--- src/design/astc_pkg.sv ---
// package: register map, field layout and shared types of the sample timing block
package astc_pkg;

  // register indices; the byte address is four times the index
  localparam logic [5:0] IDX_SETUP1 = 6'h01;
  localparam logic [5:0] IDX_SETUP3 = 6'h03;
  localparam logic [5:0] IDX_ACYC_RST = 6'h05;
  localparam logic [5:0] IDX_SETUP4 = 6'h06;
  localparam logic [5:0] IDX_SETUP5 = 6'h08;
  localparam logic [5:0] IDX_SETUP6 = 6'h09;
  localparam logic [5:0] IDX_STATUS = 6'h10;

  // reset values
  localparam logic [7:0] RST_SETUP1 = 8'h03;
  localparam logic [7:0] RST_SETUP3 = 8'h1F;
  localparam logic [7:0] RST_SETUP4 = 8'h00;
  localparam logic [7:0] RST_SETUP5 = 8'h00;
  localparam logic [7:0] RST_SETUP6 = 8'h00;

  // writable bits of the partly reserved registers
  localparam logic [7:0] MASK_SETUP5 = 8'h1F;
  localparam logic [7:0] MASK_SETUP6 = 8'h0F;

  // setup register one fields
  localparam int S1_EN = 0;
  localparam int S1_CDS = 1;
  localparam int S1_MONO = 2;
  localparam int S1_SELECTIVE_POWERDOWN_ENABLE = 3;
  // setup register three field, mono_input_select at [7:6]
  localparam int S3_CHAN_LO = 6;
  // setup register four fields
  localparam int S4_LBL = 0;
  localparam int S4_ACYC = 1;
  localparam int S4_FME = 2;
  localparam int S4_INTM_LO = 4;
  localparam int S4_FM_LO = 6;
  // setup register five fields
  localparam int S5_DET = 0;
  localparam int S5_DEL_LO = 1;
  localparam int S5_POL = 4;

  // colour codes used by every selector
  localparam logic [1:0] COL_RED = 2'h0;
  localparam logic [1:0] COL_GREEN = 2'h1;
  localparam logic [1:0] COL_BLUE = 2'h2;

  // power block positions
  localparam int BLK_RED = 0;
  localparam int BLK_GREEN = 1;
  localparam int BLK_BLUE = 2;
  localparam int BLK_ADC = 3;

  // delay line length
  localparam int DELAY_W = 3;
  localparam int DELAY_TAPS = 8;

  // decoded configuration
  typedef struct packed {
    logic en;
    logic selective_powerdown_enable;
    logic mono;
    logic [1:0] chan;
    logic [1:0] fm;
    logic [1:0] intm;
    logic forced_input_enable;
    logic acyc;
    logic lbl;
    logic det;
    logic pol;
    logic [DELAY_W-1:0] vdel;
    logic [3:0] mask;
  } astc_cfg_s;

  // analogue path selection handed to the front end
  typedef struct packed {
    logic [3:0] block_power;
    logic single_channel;
    logic [1:0] input_sel;
    logic [1:0] gain_sel;
  } astc_path_s;

  // auto-cycle position
  typedef enum logic [2:0] {
    CYC_RED = 3'b001,
    CYC_GREEN = 3'b010,
    CYC_BLUE = 3'b100
  } astc_colour_e;

endpackage

--- src/design/astc_sync_detect.sv ---
// sync pin synchroniser, edge detector and programmable delay line
`timescale 1ns/1ns
module astc_sync_detect (
  // clock and reset
  input wire logic pclk,
  input wire logic presetn,
  input wire logic pclk_en,
  // pin and controls
  input wire logic sync_pin,
  input wire logic sync_edge_detect_enable,
  input wire logic sync_edge_polarity,
  input wire logic [astc_pkg::DELAY_W-1:0] sync_pulse_delay,
  // timing pulse to the sample logic
  output logic timing_sync
);
  import astc_pkg::*;

  logic sync_s1;
  logic sync_s2;
  logic sync_s3;
  logic edge_hit;
  logic [DELAY_TAPS-1:0] dline;

  // two-stage synchroniser plus a history stage for edges
  always_ff @(posedge pclk or negedge presetn) begin
    if (!presetn) begin
      sync_s1 <= 1'b0;
      sync_s2 <= 1'b0;
      sync_s3 <= 1'b0;
    end else if (pclk_en) begin
      sync_s1 <= sync_pin;
      sync_s2 <= sync_s1;
      sync_s3 <= sync_s2;
    end
  end

  // chosen edge gives one single-cycle pulse
  assign edge_hit = sync_edge_polarity ? (sync_s2 & ~sync_s3)
                                       : (~sync_s2 & sync_s3);

  // first tap holds the undelayed pulse
  always_ff @(posedge pclk or negedge presetn) begin
    if (!presetn) begin
      dline[0] <= 1'b0;
    end else if (pclk_en) begin
      dline[0] <= edge_hit & sync_edge_detect_enable;
    end
  end

  // delay taps
  genvar gi;
  generate
    for (gi = 1; gi < DELAY_TAPS; gi++) begin : g_tap
      always_ff @(posedge pclk or negedge presetn) begin
        if (!presetn) begin
          dline[gi] <= 1'b0;
        end else if (pclk_en) begin
          dline[gi] <= dline[gi-1];
        end
      end
    end
  endgenerate

  // internal pulse replaces the pin when detection is on
  assign timing_sync = sync_edge_detect_enable ? dline[sync_pulse_delay]
                                               : sync_s2;

  a_pulse_one_wide: assert property (@(posedge pclk) disable iff (!presetn)
    (pclk_en && dline[0]) ##1 pclk_en |-> !dline[0])
    else $error("internal sync pulse wider than one cycle");

  a_delay_three: assert property (@(posedge pclk) disable iff (!presetn)
    (pclk_en && sync_edge_detect_enable && sync_pulse_delay == 3'h3) [*4]
    |-> timing_sync == $past(dline[0], 3))
    else $error("delayed pulse not three cycles after edge");

  a_rise_detect: assert property (@(posedge pclk) disable iff (!presetn)
    (pclk_en && sync_edge_detect_enable && sync_edge_polarity
     && sync_s2 && !sync_s3) |=> dline[0])
    else $error("rising edge produced no internal pulse");

endmodule

--- src/design/astc_ctrl.sv ---
// sample timing, power and colour selection control with APB registers
// Operation
// - sync pulse one cycle wide; sample taken on first edge after it falls.
// - edge-detect mode makes internal pulse from chosen sync edge polarity.
// - internal pulse delayed by three-bit count; zero means no delay.
// - with detection on, internal pulse drives sampling instead of pin.
// - without selective mode, global bit powers everything down or up.
// - selective mode ignores global bit; masked blocks are disabled.
// - registers keep values and bus stays live in any power-down state.
// - line-sequential mode powers down green, blue and forces red single path.
// - cycle pin rising edge advances multiplexers in auto-cycle mode.
// - no force, no auto: input and gain follow internal colour select.
// - auto-cycle without force steps input and gain red, green, blue.
// - force without auto: input from forced field, gain from internal.
// - force with auto: input from forced field, gain auto-cycles.
// - pixel-interleaved needs 6:1 clock ratio and setup one 03 or 01.
//
// Added by the designer: the APB register port and the address map.
`timescale 1ns/1ns
module astc_ctrl #(
  parameter int ADDR_W = 12
) (
  // clock, reset, enable
  input wire logic pclk,
  input wire logic presetn,
  input wire logic pclk_en,
  // apb slave
  input wire logic psel,
  input wire logic penable,
  input wire logic pwrite,
  input wire logic [ADDR_W-1:0] paddr,
  input wire logic [31:0] pwdata,
  output logic [31:0] prdata,
  output logic pready,
  output logic pslverr,
  // sensor pins
  input wire logic pixel_sample_sync,
  input wire logic clamp_or_cycle_pin,
  // front end controls
  output astc_pkg::astc_path_s path,
  output logic sample_strobe
);
  import astc_pkg::*;

  ////////////////////////////////////////////////////////////////////////////
  // decode helpers

  // true when an aligned address names a register
  function automatic logic is_mapped(input logic [ADDR_W-1:0] a);
    logic [5:0] idx;
    idx = a[7:2];
    is_mapped = (a[1:0] == 2'h0) && (a[ADDR_W-1:8] == '0) &&
                (idx == IDX_SETUP1 || idx == IDX_SETUP3 ||
                 idx == IDX_ACYC_RST || idx == IDX_SETUP4 ||
                 idx == IDX_SETUP5 || idx == IDX_SETUP6 ||
                 idx == IDX_STATUS);
  endfunction

  // colour code of an auto-cycle position
  function automatic logic [1:0] colour_code(input astc_colour_e c);
    unique case (c)
      CYC_GREEN: colour_code = COL_GREEN;
      CYC_BLUE: colour_code = COL_BLUE;
      default: colour_code = COL_RED;
    endcase
  endfunction

  ////////////////////////////////////////////////////////////////////////////
  // registers

  logic [7:0] setup1_reg;
  logic [7:0] setup3_reg;
  logic [7:0] setup4_reg;
  logic [7:0] setup5_reg;
  logic [7:0] setup6_reg;
  logic ready_reg;
  logic [31:0] prdata_reg;
  logic setup_ph;
  logic access_done;
  logic wr_fire;
  logic [5:0] wr_idx;
  logic acyc_rst_wr;
  astc_cfg_s cfg;

  assign setup_ph = psel & ~penable;
  assign access_done = psel & penable & ready_reg & pclk_en;
  assign wr_fire = access_done & pwrite & is_mapped(paddr);
  assign wr_idx = paddr[7:2];
  assign acyc_rst_wr = wr_fire & (wr_idx == IDX_ACYC_RST);

  // control registers; nothing here depends on power state
  always_ff @(posedge pclk or negedge presetn) begin
    if (!presetn) begin
      setup1_reg <= RST_SETUP1;
      setup3_reg <= RST_SETUP3;
      setup4_reg <= RST_SETUP4;
      setup5_reg <= RST_SETUP5;
      setup6_reg <= RST_SETUP6;
    end else if (wr_fire) begin
      unique case (wr_idx)
        IDX_SETUP1: setup1_reg <= pwdata[7:0];
        IDX_SETUP3: setup3_reg <= pwdata[7:0];
        IDX_SETUP4: setup4_reg <= pwdata[7:0];
        IDX_SETUP5: setup5_reg <= pwdata[7:0] & MASK_SETUP5;
        IDX_SETUP6: setup6_reg <= pwdata[7:0] & MASK_SETUP6;
        default: ;
      endcase
    end
  end

  // field view of the registers
  assign cfg.en = setup1_reg[S1_EN];
  assign cfg.selective_powerdown_enable = setup1_reg[S1_SELECTIVE_POWERDOWN_ENABLE];
  assign cfg.mono = setup1_reg[S1_MONO];
  assign cfg.chan = setup3_reg[S3_CHAN_LO +: 2];
  assign cfg.fm = setup4_reg[S4_FM_LO +: 2];
  assign cfg.intm = setup4_reg[S4_INTM_LO +: 2];
  assign cfg.forced_input_enable = setup4_reg[S4_FME];
  assign cfg.acyc = setup4_reg[S4_ACYC];
  assign cfg.lbl = setup4_reg[S4_LBL];
  assign cfg.det = setup5_reg[S5_DET];
  assign cfg.pol = setup5_reg[S5_POL];
  assign cfg.vdel = setup5_reg[S5_DEL_LO +: DELAY_W];
  assign cfg.mask = setup6_reg[3:0];

  ////////////////////////////////////////////////////////////////////////////
  // apb answer

  astc_colour_e colour_reg;
  logic [7:0] sample_cnt_reg;

  // read word of each register; status holds path state, cycle position and sample count
  function automatic logic [31:0] read_word(input logic [5:0] idx,
                                            input astc_path_s p,
                                            input logic [1:0] cc,
                                            input logic [7:0] cnt);
    unique case (idx)
      IDX_SETUP1: read_word = {24'h000000, setup1_reg};
      IDX_SETUP3: read_word = {24'h000000, setup3_reg};
      IDX_SETUP4: read_word = {24'h000000, setup4_reg};
      IDX_SETUP5: read_word = {24'h000000, setup5_reg};
      IDX_SETUP6: read_word = {24'h000000, setup6_reg};
      IDX_STATUS: read_word = {13'h0000, cnt, p, cc};
      default: read_word = 32'h00000000;
    endcase
  endfunction

  // read data captured in the setup cycle, ready one cycle later
  always_ff @(posedge pclk or negedge presetn) begin
    if (!presetn) begin
      ready_reg <= 1'b0;
      prdata_reg <= 32'h00000000;
    end else if (pclk_en) begin
      if (setup_ph) begin
        ready_reg <= 1'b1;
        prdata_reg <= is_mapped(paddr) ? read_word(paddr[7:2], path,
          colour_code(colour_reg), sample_cnt_reg) : 32'h00000000;
      end else if (access_done) begin
        ready_reg <= 1'b0;
      end
    end
  end

  assign pready = ready_reg & pclk_en;
  assign prdata = prdata_reg;
  assign pslverr = pready & penable & psel & ~is_mapped(paddr);

  ////////////////////////////////////////////////////////////////////////////
  // sample timing

  logic timing_sync;
  logic ts_prev;
  logic sample_reg;

  astc_sync_detect u_detect (
    .pclk(pclk),
    .presetn(presetn),
    .pclk_en(pclk_en),
    .sync_pin(pixel_sample_sync),
    .sync_edge_detect_enable(cfg.det),
    .sync_edge_polarity(cfg.pol),
    .sync_pulse_delay(cfg.vdel),
    .timing_sync(timing_sync)
  );

  // sample strobe on the first edge after the timing pulse is low
  always_ff @(posedge pclk or negedge presetn) begin
    if (!presetn) begin
      ts_prev <= 1'b0;
      sample_reg <= 1'b0;
    end else if (pclk_en) begin
      ts_prev <= timing_sync;
      sample_reg <= ts_prev & ~timing_sync;
    end
  end

  // running count of samples, readable in status
  always_ff @(posedge pclk or negedge presetn) begin
    if (!presetn) begin
      sample_cnt_reg <= 8'h00;
    end else if (pclk_en && sample_reg) begin
      sample_cnt_reg <= sample_cnt_reg + 8'h01;
    end
  end

  assign sample_strobe = sample_reg;

  ////////////////////////////////////////////////////////////////////////////
  // auto-cycle

  logic cyc_s1;
  logic cyc_s2;
  logic cyc_s3;
  logic cyc_rise;
  logic cyc_step;

  // cycle pin synchroniser and history stage
  always_ff @(posedge pclk or negedge presetn) begin
    if (!presetn) begin
      cyc_s1 <= 1'b0;
      cyc_s2 <= 1'b0;
      cyc_s3 <= 1'b0;
    end else if (pclk_en) begin
      cyc_s1 <= clamp_or_cycle_pin;
      cyc_s2 <= cyc_s1;
      cyc_s3 <= cyc_s2;
    end
  end

  assign cyc_rise = cyc_s2 & ~cyc_s3;
  assign cyc_step = cyc_rise & cfg.lbl & cfg.acyc;

  // colour position; a reset write takes priority over a step
  always_ff @(posedge pclk or negedge presetn) begin
    if (!presetn) begin
      colour_reg <= CYC_RED;
    end else if (pclk_en) begin
      if (acyc_rst_wr) begin
        colour_reg <= CYC_RED;
      end else if (cyc_step) begin
        unique case (colour_reg)
          CYC_RED: colour_reg <= CYC_GREEN;
          CYC_GREEN: colour_reg <= CYC_BLUE;
          CYC_BLUE: colour_reg <= CYC_RED;
          default: colour_reg <= CYC_RED;
        endcase
      end
    end
  end

  ////////////////////////////////////////////////////////////////////////////
  // power and path selection

  astc_path_s path_next;
  logic [1:0] auto_code;

  assign auto_code = colour_code(colour_reg);

  // power map and multiplexer choice
  always_comb begin
    path_next = '0;
    if (cfg.selective_powerdown_enable) begin
      path_next.block_power = ~cfg.mask;
    end else begin
      path_next.block_power = {4{cfg.en}};
    end
    if (cfg.lbl) begin
      path_next.block_power[BLK_GREEN] = 1'b0;
      path_next.block_power[BLK_BLUE] = 1'b0;
      path_next.single_channel = 1'b1;
      if (cfg.forced_input_enable) begin
        path_next.input_sel = cfg.fm;
      end else if (cfg.acyc) begin
        path_next.input_sel = auto_code;
      end else begin
        path_next.input_sel = cfg.intm;
      end
      path_next.gain_sel = cfg.acyc ? auto_code : cfg.intm;
    end else if (cfg.mono) begin
      path_next.single_channel = 1'b1;
      path_next.input_sel = cfg.chan;
      path_next.gain_sel = cfg.chan;
    end else begin
      path_next.input_sel = COL_RED;
      path_next.gain_sel = COL_RED;
    end
  end

  // registered path outputs
  always_ff @(posedge pclk or negedge presetn) begin
    if (!presetn) begin
      path <= '0;
    end else if (pclk_en) begin
      path <= path_next;
    end
  end

  ////////////////////////////////////////////////////////////////////////////
  // checks

  a_sample_after_pulse: assert property (@(posedge pclk)
    disable iff (!presetn)
    (pclk_en && timing_sync) ##1 (pclk_en && !timing_sync)
    |=> sample_strobe)
    else $error("no sample after timing pulse ended");

  a_power_global: assert property (@(posedge pclk) disable iff (!presetn)
    (pclk_en && !cfg.selective_powerdown_enable && !cfg.lbl) ##1 $stable(setup1_reg)
    |-> path.block_power == {4{cfg.en}})
    else $error("global power state not applied");

  a_power_select: assert property (@(posedge pclk) disable iff (!presetn)
    (pclk_en && cfg.selective_powerdown_enable) ##1 ($stable(setup6_reg) && cfg.selective_powerdown_enable)
    |-> (path.block_power & cfg.mask) == 4'h0)
    else $error("masked block still powered");

  a_line_seq_red: assert property (@(posedge pclk) disable iff (!presetn)
    (pclk_en && cfg.lbl) |=> (!path.block_power[BLK_GREEN]
    && !path.block_power[BLK_BLUE] && path.single_channel))
    else $error("line-sequential mode left green or blue on");

  a_cycle_advance: assert property (@(posedge pclk) disable iff (!presetn)
    (pclk_en && cyc_step && !acyc_rst_wr && colour_reg == CYC_BLUE)
    |=> colour_reg == CYC_RED)
    else $error("auto-cycle did not wrap blue to red");

  a_intm_select: assert property (@(posedge pclk) disable iff (!presetn)
    (pclk_en && cfg.lbl && !cfg.forced_input_enable && !cfg.acyc) ##1 $stable(setup4_reg)
    |-> path.input_sel == cfg.intm && path.gain_sel == cfg.intm)
    else $error("internal colour select not applied");

  a_forced_input: assert property (@(posedge pclk) disable iff (!presetn)
    (pclk_en && cfg.lbl && cfg.forced_input_enable) ##1 $stable(setup4_reg)
    |-> path.input_sel == cfg.fm)
    else $error("forced input select not applied");

endmodule

--- config.mk ---
export PLATFORM = sky130hd
export DESIGN_NAME = astc_ctrl
export DESIGN_NICKNAME = d
export VERILOG_FILES = /design/src/design/astc_pkg.sv /design/src/design/astc_sync_detect.sv /design/src/design/astc_ctrl.sv
export SDC_FILE = /design/constraint.sdc
export NUM_CORES = 1
export LEC_CHECK = 0
export BUFFER_PORTS_ARGS = -buffer_cell sky130_fd_sc_hd__buf_2
export CAP_MARGIN = 40
export CORE_ASPECT_RATIO = 2
export CORE_MARGIN = 4
export CORE_UTILIZATION = 28
export CTS_CLUSTER_SIZE = 30
export DETAILED_ROUTE_END_ITERATION = 10
export GPL_ROUTABILITY_DRIVEN = 0
export GPL_TIMING_DRIVEN = 0
export PLACE_DENSITY = 0.45
export REMOVE_ABC_BUFFERS = 1
export SLEW_MARGIN = 20
export SYNTH_ARGS = -nofsm -noshare
export SYNTH_HDL_FRONTEND = slang
export SYNTH_HIERARCHICAL = 1
export SYNTH_SLANG_ARGS = --single-unit
export TNS_END_PERCENT = 30
--- constraint.sdc ---
create_clock -name pclk -period 2.6 [get_ports pclk]
set_clock_uncertainty 0.1 [all_clocks]
set_input_delay 0.13 -clock pclk [delete_from_list [all_inputs] [get_ports pclk]]
set_output_delay 0.13 -clock pclk [all_outputs]
set_load 0.005 [all_outputs]
==> metrics.txt <==
Avg Inst Size Synth 12.0 sq um; reported max-cap violation count 0; # setup viols final 0; WL final 10500 microns; worst slew pin tran 0.741 ns; total number of placement rows 63; Top Ports 96; global-route wire length before repair 16800 microns; core outline area 14800 sq um; synthesized instance count 352; Post-Syn Area 4220 sq um; post-route antenna net violation count 0; final standard cell count with taps included and fillers excluded 619; antenna cells 0; Vert. Die Dim 182 microns; maximum clock path buffer count 2; Yosys warnings 6; DPL Wire Length 7790 microns; maximum level of the CTS H-tree 3; kind of capture point of the worst setup path register; number of DRC markers after the initial detailed-route iteration 110; commonest non-fill, non-tap cell in the layout dfrtp_1; CP Launch Type input pin; share of layout cells above drive strength 1 0.304; overall routing resource usage 0.129; top library cells by usage in the layout, fill and taps aside 81 x dfrtp_1, 57 x buf_2, 31 x mux2_2, 21 x nand2_1, 17 x a21oi_1; Resized cells post-CTS 0; antenna violations before repair 1; number of buffers created by CTS 9; Pre-Repair DR Iteration Count 4; Root Driver clkbuf_16; max reg flops 19; power density over the cells 613 nW/um^2; minimum clock period 2.17 ns; peak supply drop 0.000341 V; total design power 3.13 mW; Most Crowded Layer GR met2; most frequently used flop master after synthesis dfrtp_1; outcome complete, no violations; met1 routing resource usage after global routing 0.150; number of flops mapped to enable cells by yosys 0; Residual DRC 0; GR Util met2 0.225; clock latency on the worst-skew pair 0.34 ns; library cells used by synthesis 60; synthesis-stage register bit count 89; via-per-instance ratio 4.77; aggregate global routing overflow 0; multi-input logic area 1800 sq um; final-report hold violation count 0; ys async rst share 1.00; critical path peak fanout 13; pin count of the biggest net entering global routing 75; number of clock sinks 89; layout-stage area growth over the synthesis result 21.2%; leakage power figure 2.37 nW; startpoint-to-endpoint class of the critical path input pin to register; FMAX 460 MHz; horizontal extent of the die 94.8 microns; clock tree from TritonCTS done; initial cell density of the core 0.285; Sequential Area 2240 sq um; total of buffers placed on input and output ports 58; fin. max-slew vios 0; arrival time at the worst endpoint 2.30 ns; Fill cells 1556; period utilisation layout 0.836; required time reported for the critical path endpoint 2.72 ns; class of the worst hold path input pin to register; met3 track demand over resource 0.0274; number of nets at the end of the flow 472; total number of vias 2950; count of placed standard cells including taps 593; Worst Hold Margin 0.0180 ns; via count of the first global-routing pass 3090; Relative slew margins 0.503; RSZ-0062 raised after global routing false; register area share after synthesis 0.531; Wirelength per Cell 17.0 microns; total die area 17200 sq um; total negative setup slack 0 ns; Clk pin slew, worst setup/hold paths 0.07 ns
layer usage:
metal / wire [microns] / share of wire
met4: 240 / 0.023
met1: 4270 / 0.41
met3: 538 / 0.051
met5: 13 / 0.0012
met2: 5470 / 0.52
final timing paths:
kind                       slack (ns)  cells after the start                             to                     startpoint
max                              0.43                      6      setup4_reg[4]$_DFFE_PN0P_                       paddr[5]
min                              0.02                      2      setup1_reg[3]$_DFFE_PN0P_                      pwdata[3]
max reg2reg                      0.49                      4      setup1_reg[7]$_DFFE_PN0P_          ready_reg$_DFFE_PN0P_
min reg2reg                      0.37                      1  sample_cnt_reg[7]$_DFFE_PN0P_  sample_cnt_reg[7]$_DFFE_PN0P_
max in group asynchronous        1.65                      3      setup1_reg[1]$_DFFE_PN1P_                        presetn
min in group asynchronous        0.09                      2          prdata[5]$_DFFE_PN0P_                        presetn
power breakdown:
part / total (mW) / internal (mW) / switching [mW]
Clock: 1.41 / 0.848 / 0.564
Combinational: 0.223 / 0.103 / 0.120
Sequential: 1.50 / 1.44 / 0.0547
Total: 3.13 / 2.40 / 0.739
cell type report:
class,count,share of cell area
clock inverters,6,0.0176
clock buffers,10,0.0448
well taps,195,0.0477
repair buffers,72,0.0906
multi-input cells,235,0.353
inverters,12,0.00881
flip-flops and latches,89,0.438
critical path: stages:
cell and delay, ns:
buf_2 0.21, and4bb_2 0.36, nor3b_2 0.63, nor2b_1 0.39, buf_4 0.24, mux2_2 0.34
Yosys cell counts (3+ instances only):
| master | instances | area, sq um |
|---|---|---|
| a21oi_1 | 17 | 85.1 |
| a222oi_1 | 6 | 60.1 |
| a22o_1 | 16 | 140 |
| a22oi_1 | 5 | 37.5 |
| a31oi_1 | 4 | 25.0 |
| and3_1 | 3 | 18.8 |
| and3b_1 | 3 | 26.3 |
| buf_4 | 20 | 150 |
| clkbuf_1 | 4 | 15.0 |
| dfrtp_1 | 81 | 2030 |
| dfstp_2 | 8 | 210 |
| inv_1 | 12 | 45.0 |
| mux2_1 | 16 | 180 |
| mux2_2 | 31 | 349 |
| mux2i_1 | 11 | 110 |
| nand2_1 | 21 | 78.8 |
| nand2b_1 | 6 | 37.5 |
| nand3_1 | 8 | 40.0 |
| nor2_1 | 14 | 52.6 |
| nor2b_1 | 4 | 25.0 |
| nor3_1 | 3 | 15.0 |
| o21ai_0 | 3 | 15.0 |
| o22ai_1 | 4 | 25.0 |
| xnor2_1 | 5 | 43.8 |
per-stage QoR:
stage,cell area (sq um),util,setup WS (ns)
2_1_floorplan,4080,-,0.721
3_3_place_gp,4610,0.311,-0.319
3_5_place_dp,4690,0.317,0.0845
4_1_cts,5110,0.345,0.437
5_1_grt,5110,0.345,0.294
6_report,5110,0.345,0.426
cells by family (layout without fill, tap and decap cells):
family	Yosys count	in the layout	synth area share
compound gates	69	69	0.119
xor+xnor	7	7	0.0145
fa+ha+maj	1	1	0.00297
buf+inv	40	100	0.0540
flops	89	89	0.531
mux	59	59	0.157
other cells	1	13	0.000889
simple gates	86	86	0.121
repair_timing:
| action | CTS | global route |
|---|---|---|
| buffers inserted | 0 | 0 |
| endpoints found under the hold margin | 102 | 0 |
| hold buffers | 10 | 0 |
No activity file was read; power rests on OpenSTA's default activity.
